[src/tpd_pkg.sv]
// Overview of operation
// - With averaging on, take 4, 8 or 16 conversions per type, per-type depth.
// - Panel depths come from register panel_average_depth, auxiliary depth from aux_input_config.
// - Median filter drops top and bottom quarter, averages the middle half.
// - Mean filter averages every collected sample, none discarded.
// - Register operating_mode_config picks filter type and position and pressure averaging.
// - Combined command runs X,Y or X,Y,Z1 or X,Y,Z1,Z2 in order.
// - Each panel result is a 16-bit word: 12 data, 2 type tag, 2 event tag; the aux result has 4 zero bits in 3:0.
// - Data high down to bit 4, type in 3:2, event in 1:0; 8-bit zero-fills.
// - Reading a result still pending returns FFFFh, event tag 11b.
// - Combined command holds all its locations at FFFFh until fully tagged.
// - One location per type, no FIFO; a newer result overwrites the older.
// - All-off idle disables everything incl. pullups until next host command.
// - Touch-watch idle enables only the pullup; no timer runs there.
// - Direct mode accepts setup, measure and combined commands.
// - Level and edge interrupt modes steer touch_irq_n and the idle return.
// - Level mode: idle watching, irq low on touch, held through measuring.
// - Level mode without hold: check touch for touch_check_timing time, tag, then readable.
// - Level mode: back to watch, irq follows touch presence afterwards.
// - Edge mode, touch present: tag 00 initial or 01 midpress, then all-off.
// - Edge mode, no touch: tag 10, watch idle, irq only on new touch.
package tpd_pkg;
  localparam int ADC_W = 12;
  localparam int NUM_LOC = 5;
  localparam logic [6:0] ADDR_STATUS = 7'h00;
  localparam logic [6:0] ADDR_AVG = 7'h03;
  localparam logic [6:0] ADDR_CHK = 7'h07;
  localparam logic [6:0] ADDR_AUXCFG = 7'h0A;
  localparam logic [6:0] ADDR_MODE = 7'h0B;
  localparam logic [6:0] ADDR_RES = 7'h52;
  localparam logic [2:0] LOC_X = 3'h0;
  localparam logic [2:0] LOC_AUX = 3'h4;
  localparam logic [4:0] CMD_SETUP = 5'h0D;
  localparam logic [4:0] CMD_COMB = 5'h0E;
  localparam logic [4:0] CMD_MEAS = 5'h0F;
  localparam logic [1:0] COMB_AUX = 2'h3;
  localparam int MODE_MED = 0;
  localparam int MODE_POS = 1;
  localparam int MODE_PRES = 2;
  localparam int MODE_EDGE = 3;
  localparam int MODE_RES8 = 4;
  localparam logic [1:0] TOUCH_EVENT_TAG_TOUCH = 2'h0;
  localparam logic [1:0] TOUCH_EVENT_TAG_MID = 2'h1;
  localparam logic [1:0] TOUCH_EVENT_TAG_REL = 2'h2;
  localparam logic [15:0] WORD_BUSY = 16'hFFFF;
  localparam logic [7:0] CFG_RST = 8'h00;
  localparam logic [3:0] SYNC_RST = 4'h2;
  localparam int SY_SCLK = 0;
  localparam int SY_CSN = 1;
  localparam int SY_MOSI = 2;
  localparam int SY_TCH = 3;
  localparam logic [4:0] BIT_BYTE = 5'h07;
  localparam logic [4:0] BIT_WORD = 5'h0F;
  localparam logic [4:0] BIT_MAX = 5'h1F;
  localparam int CLK_NS = 25;
  localparam int CHK_UNIT_NS = 1000;
  localparam int CHK_UNIT_CYC = (CHK_UNIT_NS + CLK_NS - 1) / CLK_NS;

  typedef enum logic [7:0] {
    ST_OFF = 8'h01, ST_WATCH = 8'h02, ST_SETUP = 8'h04, ST_CONV = 8'h08,
    ST_WAIT = 8'h10, ST_SCAN = 8'h20, ST_FIN = 8'h40, ST_CHECK = 8'h80
  } tpd_state_t;

  // Depth code to log2 of sample count
  function automatic logic [2:0] tpd_depth_log(input logic [1:0] code);
    case (code)
      2'h1: tpd_depth_log = 3'h2;
      2'h2: tpd_depth_log = 3'h3;
      2'h3: tpd_depth_log = 3'h4;
      default: tpd_depth_log = 3'h0;
    endcase
  endfunction

  // Result word assembly
  function automatic logic [15:0] tpd_word(input logic [ADC_W-1:0] raw,
      input logic [2:0] loc, input logic [1:0] touch_event_tag, input logic res8);
    logic [ADC_W-1:0] d;
    d = res8 ? {raw[ADC_W-1:4], 4'h0} : raw;
    if (loc == LOC_AUX) tpd_word = {d, 4'h0};
    else tpd_word = {d, loc[1:0], touch_event_tag};
  endfunction
endpackage

[src/tpd_mem_if.sv]
`timescale 1ns/1ps
interface tpd_mem_if #(parameter int AW = 4, parameter int DW = 12);
  logic we;
  logic [AW-1:0] waddr;
  logic [DW-1:0] wdata;
  logic [AW-1:0] raddr;
  logic [DW-1:0] rdata;
  modport ctrl (output we, output waddr, output wdata, output raddr,
    input rdata);
  modport mem (input we, input waddr, input wdata, input raddr,
    output rdata);
endinterface

[src/tpd_samp_mem.sv]
`timescale 1ns/1ps
module tpd_samp_mem #(
  parameter int AW = 4,
  parameter int DW = 12
) (
  // Clock
  input wire logic clk_sys,
  // Memory port
  tpd_mem_if.mem m
);
  logic [DW-1:0] mem_r [2**AW];

  // Sample store
  always_ff @(posedge clk_sys) begin
    if (m.we) begin
      mem_r[m.waddr] <= m.wdata;
    end
  end

  // Registered read
  always_ff @(posedge clk_sys) begin
    m.rdata <= mem_r[m.raddr];
  end
endmodule

[src/tpd_ctrl.sv]
`timescale 1ns/1ps
module tpd_ctrl
  import tpd_pkg::*;
#(
  parameter int MAX_SAMP = 16
) (
  // System
  input wire logic clk_sys,
  input wire logic resetn,
  // Serial host port
  input wire logic sclk,
  input wire logic cs_n,
  input wire logic mosi,
  output logic miso,
  output logic miso_oe,
  // Touch interrupt
  output logic touch_irq_n,
  // Front end
  input wire logic touch_det,
  input wire logic adc_done,
  input wire logic [ADC_W-1:0] adc_data,
  output logic adc_start,
  output logic pullup_en,
  output logic panel_drive_en,
  output logic [2:0] panel_sel
);
  localparam int AW = $clog2(MAX_SAMP);
  localparam int SW = ADC_W + AW;

  logic [3:0] sync1_r, sync2_r;
  logic sclk_d_r, sclk_rise, sclk_fall, cs_n_s, mosi_s, tch_s;
  logic [4:0] bit_cnt_r;
  logic [7:0] rx_sh_r, byte0_r, rx_byte, cmd_r, status;
  logic [15:0] tx_sh_r, rd_word;
  logic byte_done, word_done, wr_pulse, cmd_v_r;
  logic [6:0] rd_addr, loc_off;
  logic [7:0] avg_r, chk_r, auxcfg_r, mode_r;
  tpd_state_t st_r, st_nxt, cmd_tgt;
  logic [2:0] cur_r, last_r, start_loc, last_loc, cur_nlog, pass_r, k_m1;
  logic hold_r, hold_cmd, seq_r, is_start, tag_now, do_med, edge_m;
  logic [AW:0] cnt_r, idx_r, n_m1;
  logic [SW-1:0] sum_r;
  logic [MAX_SAMP-1:0] rem_r;
  logic rdv_r, have_r, pass_end, chk_done;
  logic [AW-1:0] ridx_r, maxi_r, mini_r;
  logic [ADC_W-1:0] maxv_r, minv_r, res_val;
  logic [7:0] chk_cnt_r;
  logic [6:0] unit_r;
  logic [1:0] touch_event_tag;
  logic [NUM_LOC-1:0] pend_r, req_r;
  logic [ADC_W-1:0] raw_r [NUM_LOC];
  logic [15:0] word_r [NUM_LOC];
  logic [15:0] loc_view [NUM_LOC];
  logic irq_n_r, pullup_r, drive_r, start_r, miso_r, miso_oe_r;
  logic [2:0] sel_r;

  tpd_mem_if #(.AW(AW), .DW(ADC_W)) mif ();
  tpd_samp_mem #(.AW(AW), .DW(ADC_W)) u_mem (.clk_sys(clk_sys), .m(mif));

  function automatic logic fn_is_cmd(input logic [7:0] b);
    fn_is_cmd = (b[7:3] == CMD_SETUP) || (b[7:3] == CMD_COMB) ||
                (b[7:3] == CMD_MEAS);
  endfunction

  ////////////////////////////////////////////////////////////////////////////
  // Input synchronisers
  always_ff @(posedge clk_sys or negedge resetn) begin
    if (!resetn) begin
      sync1_r <= SYNC_RST;
      sync2_r <= SYNC_RST;
      sclk_d_r <= 1'b0;
    end else begin
      sync1_r <= {touch_det, mosi, cs_n, sclk};
      sync2_r <= sync1_r;
      sclk_d_r <= sync2_r[SY_SCLK];
    end
  end
  assign cs_n_s = sync2_r[SY_CSN];
  assign mosi_s = sync2_r[SY_MOSI];
  assign tch_s = sync2_r[SY_TCH];
  assign sclk_rise = sync2_r[SY_SCLK] && !sclk_d_r && !cs_n_s;
  assign sclk_fall = !sync2_r[SY_SCLK] && sclk_d_r && !cs_n_s;

  ////////////////////////////////////////////////////////////////////////////
  // Serial host port
  assign rx_byte = {rx_sh_r[6:0], mosi_s};
  assign byte_done = sclk_rise && (bit_cnt_r == BIT_BYTE);
  assign word_done = sclk_rise && (bit_cnt_r == BIT_WORD);
  assign wr_pulse = word_done && !fn_is_cmd(byte0_r) && !byte0_r[0];
  assign rd_addr = rx_byte[7:1];
  assign loc_off = rd_addr - ADDR_RES;

  always_ff @(posedge clk_sys or negedge resetn) begin
    if (!resetn) begin
      bit_cnt_r <= '0;
      rx_sh_r <= '0;
      byte0_r <= '0;
    end else if (cs_n_s) begin
      bit_cnt_r <= '0;
    end else if (sclk_rise) begin
      rx_sh_r <= rx_byte;
      if (bit_cnt_r != BIT_MAX) bit_cnt_r <= bit_cnt_r + 5'h01;
      if (byte_done) byte0_r <= rx_byte;
    end
  end

  always_ff @(posedge clk_sys or negedge resetn) begin
    if (!resetn) begin
      cmd_v_r <= 1'b0;
      cmd_r <= '0;
    end else begin
      cmd_v_r <= byte_done && fn_is_cmd(rx_byte);
      if (byte_done) cmd_r <= rx_byte;
    end
  end

  always_comb begin
    status = {st_r != ST_OFF && st_r != ST_WATCH && st_r != ST_SETUP,
              tch_s, !irq_n_r, pend_r};
    rd_word = '0;
    if (rd_addr == ADDR_STATUS) rd_word = {status, 8'h00};
    else if (rd_addr == ADDR_AVG) rd_word = {avg_r, 8'h00};
    else if (rd_addr == ADDR_CHK) rd_word = {chk_r, 8'h00};
    else if (rd_addr == ADDR_AUXCFG) rd_word = {auxcfg_r, 8'h00};
    else if (rd_addr == ADDR_MODE) rd_word = {mode_r, 8'h00};
    else if (rd_addr >= ADDR_RES && loc_off < 7'(NUM_LOC))
      rd_word = loc_view[loc_off[2:0]];
  end

  always_ff @(posedge clk_sys or negedge resetn) begin
    if (!resetn) begin
      tx_sh_r <= '0;
      miso_r <= 1'b0;
      miso_oe_r <= 1'b0;
    end else begin
      miso_oe_r <= !cs_n_s;
      if (byte_done && !fn_is_cmd(rx_byte) && rx_byte[0]) begin
        tx_sh_r <= rd_word;
      end else if (sclk_fall) begin
        tx_sh_r <= {tx_sh_r[14:0], 1'b0};
      end
      if (cs_n_s) miso_r <= 1'b0;
      else if (sclk_fall) miso_r <= tx_sh_r[15];
    end
  end

  always_ff @(posedge clk_sys or negedge resetn) begin
    if (!resetn) begin
      avg_r <= CFG_RST;
      chk_r <= CFG_RST;
      auxcfg_r <= CFG_RST;
      mode_r <= CFG_RST;
    end else if (wr_pulse) begin
      if (byte0_r[7:1] == ADDR_AVG) avg_r <= rx_byte;
      else if (byte0_r[7:1] == ADDR_CHK) chk_r <= rx_byte;
      else if (byte0_r[7:1] == ADDR_AUXCFG) auxcfg_r <= rx_byte;
      else if (byte0_r[7:1] == ADDR_MODE) mode_r <= rx_byte;
    end
  end

  ////////////////////////////////////////////////////////////////////////////
  // Command decode and sequencing
  assign edge_m = mode_r[MODE_EDGE];

  always_comb begin
    start_loc = {1'b0, cmd_r[2:1]};
    last_loc = {1'b0, cmd_r[2:1]};
    hold_cmd = cmd_r[0];
    cmd_tgt = ST_CONV;
    if (cmd_r[7:3] == CMD_SETUP) begin
      cmd_tgt = ST_SETUP;
      hold_cmd = 1'b1;
    end else if (cmd_r[7:3] == CMD_COMB) begin
      hold_cmd = 1'b0;
      if (cmd_r[2:1] == COMB_AUX) begin
        start_loc = LOC_AUX;
        last_loc = LOC_AUX;
      end else begin
        start_loc = LOC_X;
        last_loc = {1'b0, cmd_r[2:1]} + 3'h1;
      end
    end
    if (st_r == ST_SETUP && cmd_r[7:3] != CMD_SETUP &&
        (cmd_r[7:3] != CMD_MEAS || start_loc != cur_r)) cmd_tgt = ST_OFF;
  end

  // Depth and filter for the type in progress
  always_comb begin
    cur_nlog = 3'h0;
    if (cur_r == LOC_AUX) cur_nlog = tpd_depth_log(auxcfg_r[1:0]);
    else if (cur_r[1] ? mode_r[MODE_PRES] : mode_r[MODE_POS])
      cur_nlog = tpd_depth_log(avg_r[2*cur_r[1:0] +: 2]);
  end
  assign n_m1 = (AW+1)'((1 << cur_nlog) - 1);
  assign k_m1 = 3'((1 << (cur_nlog - 3'h2)) - 1);
  assign do_med = mode_r[MODE_MED] && (cur_nlog != 3'h0);
  assign res_val = do_med ? ADC_W'(sum_r >> (cur_nlog - 3'h1))
                          : ADC_W'(sum_r >> cur_nlog);
  assign pass_end = (st_r == ST_SCAN) && (idx_r > n_m1) && !rdv_r;
  assign chk_done = (st_r == ST_CHECK) && (unit_r == '0) && (chk_cnt_r == '0);

  always_comb begin
    st_nxt = st_r;
    case (st_r)
      ST_OFF, ST_WATCH, ST_SETUP: if (cmd_v_r) st_nxt = cmd_tgt;
      ST_CONV: st_nxt = ST_WAIT;
      ST_WAIT: if (adc_done) begin
        if (cnt_r != n_m1) st_nxt = ST_CONV;
        else st_nxt = do_med ? ST_SCAN : ST_FIN;
      end
      ST_SCAN: if (pass_end && pass_r == k_m1) st_nxt = ST_FIN;
      ST_FIN: begin
        if (cur_r != last_r) st_nxt = ST_CONV;
        else if (hold_r) st_nxt = ST_SETUP;
        else if (cur_r == LOC_AUX) st_nxt = (edge_m && seq_r) ? ST_OFF
                                                              : ST_WATCH;
        else st_nxt = ST_CHECK;
      end
      ST_CHECK: if (chk_done) begin
        st_nxt = (edge_m && tch_s) ? ST_OFF : ST_WATCH;
      end
      default: st_nxt = ST_WATCH;
    endcase
  end
  assign is_start = cmd_v_r && (cmd_tgt == ST_CONV) &&
    (st_r == ST_OFF || st_r == ST_WATCH || st_r == ST_SETUP);
  assign tag_now = chk_done || (st_r == ST_FIN && cur_r == last_r &&
    (hold_r || cur_r == LOC_AUX));

  always_ff @(posedge clk_sys or negedge resetn) begin
    if (!resetn) begin
      st_r <= ST_WATCH;
      cur_r <= LOC_X;
      last_r <= LOC_X;
      hold_r <= 1'b0;
    end else begin
      st_r <= st_nxt;
      if (cmd_v_r &&
          (st_r == ST_OFF || st_r == ST_WATCH || st_r == ST_SETUP)) begin
        cur_r <= start_loc;
        last_r <= last_loc;
        hold_r <= hold_cmd;
      end else if (st_r == ST_FIN && cur_r != last_r) begin
        cur_r <= cur_r + 3'h1;
      end
    end
  end

  ////////////////////////////////////////////////////////////////////////////
  // Sample collection and filtering
  assign mif.we = (st_r == ST_WAIT) && adc_done;
  assign mif.waddr = cnt_r[AW-1:0];
  assign mif.wdata = adc_data;
  assign mif.raddr = idx_r[AW-1:0];

  always_ff @(posedge clk_sys or negedge resetn) begin
    if (!resetn) begin
      cnt_r <= '0;
      sum_r <= '0;
    end else if (st_nxt == ST_CONV && st_r != ST_WAIT) begin
      cnt_r <= '0;
      sum_r <= '0;
    end else if (mif.we) begin
      cnt_r <= cnt_r + 1'b1;
      sum_r <= sum_r + SW'(adc_data);
    end else if (pass_end) begin
      sum_r <= sum_r - SW'(maxv_r) - SW'(minv_r);
    end
  end

  always_ff @(posedge clk_sys or negedge resetn) begin
    if (!resetn) begin
      idx_r <= '0;
      rdv_r <= 1'b0;
      ridx_r <= '0;
      pass_r <= '0;
      rem_r <= '0;
    end else begin
      rdv_r <= (st_r == ST_SCAN) && (idx_r <= n_m1);
      ridx_r <= idx_r[AW-1:0];
      if (st_r != ST_SCAN) begin
        idx_r <= '0;
        pass_r <= '0;
        rem_r <= '0;
      end else if (pass_end) begin
        idx_r <= '0;
        pass_r <= pass_r + 3'h1;
        rem_r[maxi_r] <= 1'b1;
        rem_r[mini_r] <= 1'b1;
      end else if (idx_r <= n_m1) begin
        idx_r <= idx_r + 1'b1;
      end
    end
  end

  // Highest and lowest of the samples still in play
  always_ff @(posedge clk_sys or negedge resetn) begin
    if (!resetn) begin
      have_r <= 1'b0;
      maxv_r <= '0;
      minv_r <= '0;
      maxi_r <= '0;
      mini_r <= '0;
    end else if (st_r != ST_SCAN || pass_end) begin
      have_r <= 1'b0;
    end else if (rdv_r && !rem_r[ridx_r]) begin
      have_r <= 1'b1;
      if (!have_r || mif.rdata > maxv_r) begin
        maxv_r <= mif.rdata;
        maxi_r <= ridx_r;
      end
      if (!have_r || mif.rdata <= minv_r) begin
        minv_r <= mif.rdata;
        mini_r <= ridx_r;
      end
    end
  end

  ////////////////////////////////////////////////////////////////////////////
  // Touch check timing
  always_ff @(posedge clk_sys or negedge resetn) begin
    if (!resetn) begin
      chk_cnt_r <= '0;
      unit_r <= '0;
    end else if (st_r != ST_CHECK) begin
      chk_cnt_r <= (chk_r == '0) ? '0 : chk_r - 8'h01;
      unit_r <= 7'(CHK_UNIT_CYC - 1);
    end else if (unit_r != '0) begin
      unit_r <= unit_r - 7'h01;
    end else if (chk_cnt_r != '0) begin
      chk_cnt_r <= chk_cnt_r - 8'h01;
      unit_r <= 7'(CHK_UNIT_CYC - 1);
    end
  end

  ////////////////////////////////////////////////////////////////////////////
  // Result locations and tagging
  always_comb begin
    if (!tch_s) touch_event_tag = TOUCH_EVENT_TAG_REL;
    else if (edge_m && seq_r) touch_event_tag = TOUCH_EVENT_TAG_MID;
    else touch_event_tag = TOUCH_EVENT_TAG_TOUCH;
  end

  always_ff @(posedge clk_sys or negedge resetn) begin
    if (!resetn) seq_r <= 1'b0;
    else if (st_r == ST_WATCH) seq_r <= 1'b0;
    else if (tag_now && cur_r != LOC_AUX) seq_r <= edge_m && tch_s;
  end

  generate
    for (genvar i = 0; i < NUM_LOC; i++) begin : g_loc
      localparam logic [2:0] LI = 3'(i);
      assign loc_view[i] = pend_r[i] ? WORD_BUSY : word_r[i];
      always_ff @(posedge clk_sys or negedge resetn) begin
        if (!resetn) begin
          pend_r[i] <= 1'b0;
          req_r[i] <= 1'b0;
          raw_r[i] <= '0;
          word_r[i] <= '0;
        end else begin
          if (is_start) begin
            pend_r[i] <= (LI >= start_loc) && (LI <= last_loc);
            req_r[i] <= (LI >= start_loc) && (LI <= last_loc);
          end else if (tag_now && req_r[i]) begin
            pend_r[i] <= 1'b0;
          end
          if (st_r == ST_FIN && cur_r == LI) raw_r[i] <= res_val;
          if (tag_now && req_r[i]) begin
            word_r[i] <= tpd_word((st_r == ST_FIN && cur_r == LI) ? res_val
              : raw_r[i], LI, touch_event_tag, mode_r[MODE_RES8]);
          end
        end
      end
    end
  endgenerate

  ////////////////////////////////////////////////////////////////////////////
  // Interrupt and front end drive
  always_ff @(posedge clk_sys or negedge resetn) begin
    if (!resetn) begin
      irq_n_r <= 1'b1;
    end else if (!edge_m) begin
      if (st_r == ST_WATCH) irq_n_r <= !tch_s;
    end else if (cmd_v_r) begin
      irq_n_r <= 1'b1;
    end else if (st_r == ST_WATCH && tch_s) begin
      irq_n_r <= 1'b0;
    end
  end

  always_ff @(posedge clk_sys or negedge resetn) begin
    if (!resetn) begin
      pullup_r <= 1'b1;
      drive_r <= 1'b0;
      start_r <= 1'b0;
      sel_r <= LOC_X;
    end else begin
      pullup_r <= st_nxt == ST_WATCH || st_nxt == ST_CHECK;
      drive_r <= (st_nxt == ST_SETUP || st_nxt == ST_CONV ||
                  st_nxt == ST_WAIT) && cur_r != LOC_AUX;
      start_r <= st_nxt == ST_CONV;
      sel_r <= cur_r;
    end
  end

  assign touch_irq_n = irq_n_r;
  assign pullup_en = pullup_r;
  assign panel_drive_en = drive_r;
  assign adc_start = start_r;
  assign panel_sel = sel_r;
  assign miso = miso_r;
  assign miso_oe = miso_oe_r;
endmodule

[config.mk]
export PLATFORM = sky130hd
export DESIGN_NAME = tpd_ctrl
export DESIGN_NICKNAME = d
export VERILOG_FILES = /design/src/tpd_pkg.sv /design/src/tpd_mem_if.sv /design/src/tpd_samp_mem.sv /design/src/tpd_ctrl.sv
export SDC_FILE = /design/constraint.sdc
export NUM_CORES = 1
export LEC_CHECK = 0
export BUFFER_PORTS_ARGS = -buffer_cell sky130_fd_sc_hd__buf_2
export CORE_ASPECT_RATIO = 0.8
export CORE_MARGIN = 2
export CORE_UTILIZATION = 30
export DETAILED_ROUTE_END_ITERATION = 6
export GPL_ROUTABILITY_DRIVEN = 0
export GPL_TIMING_DRIVEN = 0
export PLACE_DENSITY_LB_ADDON = 0.25
export SLEW_MARGIN = 20
export SYNTH_ARGS = -nofsm -noshare
export SYNTH_HDL_FRONTEND = slang
export SYNTH_SLANG_ARGS = --single-unit
[constraint.sdc]
create_clock -name clk_sys -period 5.6 [get_ports clk_sys]
set_clock_uncertainty 0.1 [all_clocks]
set_input_delay 0.56 -clock clk_sys [delete_from_list [all_inputs] [get_ports clk_sys]]
set_output_delay 0.56 -clock clk_sys [all_outputs]
set_load 0.02 [all_outputs]
==> results.cfg <==
[sta]
setup_viol_count_final = 0
finalHoldViolations = 0
final.min_clock_period_ns = 5.33
rsz0062_at_grt = no
tightestPinTransition_ns = 1.03
fin_crit_sh_pct = 95.3
maxSlewViolCount = 0
max_slew_margin_pct = 31.4
fmax_ghz = 0.187

[floorplanning]
chipHeight_um = 274
core_um2 = 90800
start_util_pct = 30.2
rows = 99
die_w_um = 342
io_pins = 28
die_area_um2 = 93800

[yosys]
synthTopCellsByCount = dfrtp_1 (345), nand2_1 (196), o21ai_0 (195)
synthCells = 2345
seq_area_frac_synth_pct = 53.9
ys_types = 90
yosysTopAreaCell = dfrtp_1
yosysMostFrequentCell = dfrtp_1
synthFlopType = dfrtp_1
avgSynthCellArea_um2 = 11.7
synthDominantCellAreaShare_pct = 31.5
syn_area_um2 = 27400
netlist_top_cells_area = dfrtp_1 (32%), edfxtp_1 (21%), mux4_2 (5.2%)
synth_edf_count = 192
ys.warnings.count = 0
synthArstFlopShare_pct = 63.2
synth_nets = 2465
ys_ff_latch = 554

[detailed_routing]
dr.pass1.iters = 5
post_drt_wl_per_cell_um = 20.9
drc_errors = 0
drtIter0Drc = 1817
wl_met1_mm = 38.3
dr_wl_met3_mm = 5.07
wl_mm = 77.7
final_antenna_net_count = 0
wl_met2_mm = 33.0
top_layer = met4
viasPerCell = 5.27
vias = 19610

[finish]
multi_input_area_um2 = 11900
syn_to_final_growth_pct = 15.8
nFillCells = 8911
ff_latch_area_um2 = 14800
num-nets-final = 2575
finalInstanceArea_um2 = 31700
drive_gt1_share_pct = 16.1

[grt]
grt_usage_pct = 16.7
grt_overflow_total = 0
antenna_found_initial = 2
grt_pass1_vias = 19694
grt_max_degree = 96
grt_pass1_wl_mm = 121

[worst_setup_path]
cp-end-kind = flip-flop
crit_arrival_ns = 5.72
worstSetupPathType = reg -> reg
regToRegStartpoint = cur_r[0]
crit_path_frequent_cell = ha_1
rrSetupSlack_ns = 0.27
cp.required_ns = 5.99
path_buf_inv = 5
path_max_fanout = 10
max_stage_delay_ns = 0.60
worstSetupStartpointType = flip-flop
crit_family = compound AO/OA/AOI/OAI gates
r2r-end = sum_r[6]
worst_r2r_path_depth = 20
critical-path-slowest-cell = mux4_2
cp_cell_sequence = clkbuf_2 > mux4_2 > inv_1 > ha_1 > o31ai_4 > inv_1 > ha_1 > buf_2 > nand2_1 > ha_1 > xnor2_1 > ha_1 > a21o_1 > a21o_1 > a211o_1 > nand3_1 > buf_2 > nor2_1 > a211oi_1 > a211oi_1

[hold_path]
min-delay-start = adc_done
min_to = st_r[4]
min_path_cells = 4
hp-class = in -> reg

[power]
ir_drop_uv = 241
power.static_leakage_nw = 12.5
power_density_nw_per_um2 = 295
power.total_mw = 9.35

[placement]
port_buffers = 27
place_area_um2 = 29300
hpwlAfterDp_mm = 56.3

[clock_tree]
cts.path.max_buffers = 3
cts_max_level = 3
path_clk_slew_ns = 0.06
cts_tree = done
cts_made_buffers = 67
clock_sinks = 554
clk_latency_ns = 0.63
cts_root_buf = clkbuf_16

[run]
cap_violations = 0

[outcome]
outcome = completed
==> through the flow <==
stage               cells  hold slack (ns)  setup TNS, ns  setup WS [ns]  util (%)
floorplan            2345            0.164              0          0.808         -
global placement     3584            0.232       -1069.50          -3.11      32.0
detailed placement   3593            0.235          -7.77         -0.376      32.3
CTS                  3719            0.191              0         0.0746      34.9
global route         3719            0.221              0         0.0285      34.9
finish               3720            0.226              0          0.265      34.9
==> final cells by class <==
cell class	instances	area share [%]
sequential	554	46.6
multi-input combinational	1588	37.4
clock buffer	87	5.84
tap	1212	4.78
buffer	135	1.86
clock inverter	34	1.59
timing repair buffer	41	1.12
inverter	68	0.805
antenna	1	0.00789
==> tightest hold or removal path: cells and delay by family <==
| family | cells | cell delay, ns |
|---|---|---|
| muxes | 1 | 0.14 |
| and+or+nand+nor | 2 | 0.12 |
| buffers and inverters | 1 | 0.09 |
==> cells in the final DEF (no fill, tap or decap), types with 11 or more instances in the layout <==
cell       count
mux4_2        63
mux2_2        64
nand3_1       39
o211ai_1      24
nor3_1        26
nand2_1      196
fa_1          13
buf_2         45
or3_1         11
clkbuf_1     101
mux2_4        11
o21a_1        38
mux2i_1       41
dfrtp_1      345
inv_1         68
o221ai_1      42
nand2b_1      30
o31ai_1       13
and3_1        16
a211oi_1      25
nor2b_1       17
nor2_2        14
o21ai_0      194
clkbuf_16     67
nand4_1       22
dfxtp_1       12
or2_2         13
xnor2_1       30
nor2_1       161
ha_1          88
xor2_1        22
a21o_1        36
o22ai_1       33
a22o_1        11
edfxtp_1     192
a21oi_1      133
==> layer usage <==
metal | global-route usage, % | up-vias
li1 | - | 8920
met1 | 25.4 | 9999
met2 | 24.5 | 604
met3 | 2.97 | 87
met4 | 3.71 | 0
met5 | 0 | -
==> how the worst max path moves through the flow <==
stage / cells past startpoint / start / end
after floorplan: 17 / cur_r[0] / idx_r[2]
final: 20 / cur_r[0] / sum_r[6]
after CTS: 19 / cur_r[0] / sum_r[3]
after detailed placement: 19 / cur_r[0] / have_r
after global routing: 19 / cur_r[0] / idx_r[2]
after global placement: 1 / resetn / adc_start
==> what timing repair did <==
action	in CTS	in global routing
hold buffers	5	0
endpoints found under the hold margin	62	0
setup buffers	0	0
setup endpoints to repair	45	19
resized for setup	4	6
cloned	0	0
==> registers in the layout (all words and copies together) (netlist names), 12 cells and up <==
signal,flops
u_mem.mem_r,192
u_mem.m.rdata,12
raw_r,60
sum_r,16
word_r,71
maxv_r,12
minv_r,12
rem_r,16
tx_sh_r,16
==> kinds of logic (layout without fill, tap and decap cells) <==
logic type	count (synthesis)	after routing	synth area share [%]
mux	190	190	10.8
simple gates	610	610	10.8
xor+xnor	52	52	1.66
buf+inv	203	365	3.07
other cells	0	1	0
flops	554	554	53.9
fa+ha+maj	101	101	4.97
compound gates	635	635	14.8
==> where the power goes <==
part           switching [mW]  internal [mW]
sequential             0.0261           4.24
combinational           0.388          0.134
clock                    1.85           2.71
total                    2.27           7.08
No activity file was read; power rests on OpenSTA's default activity.
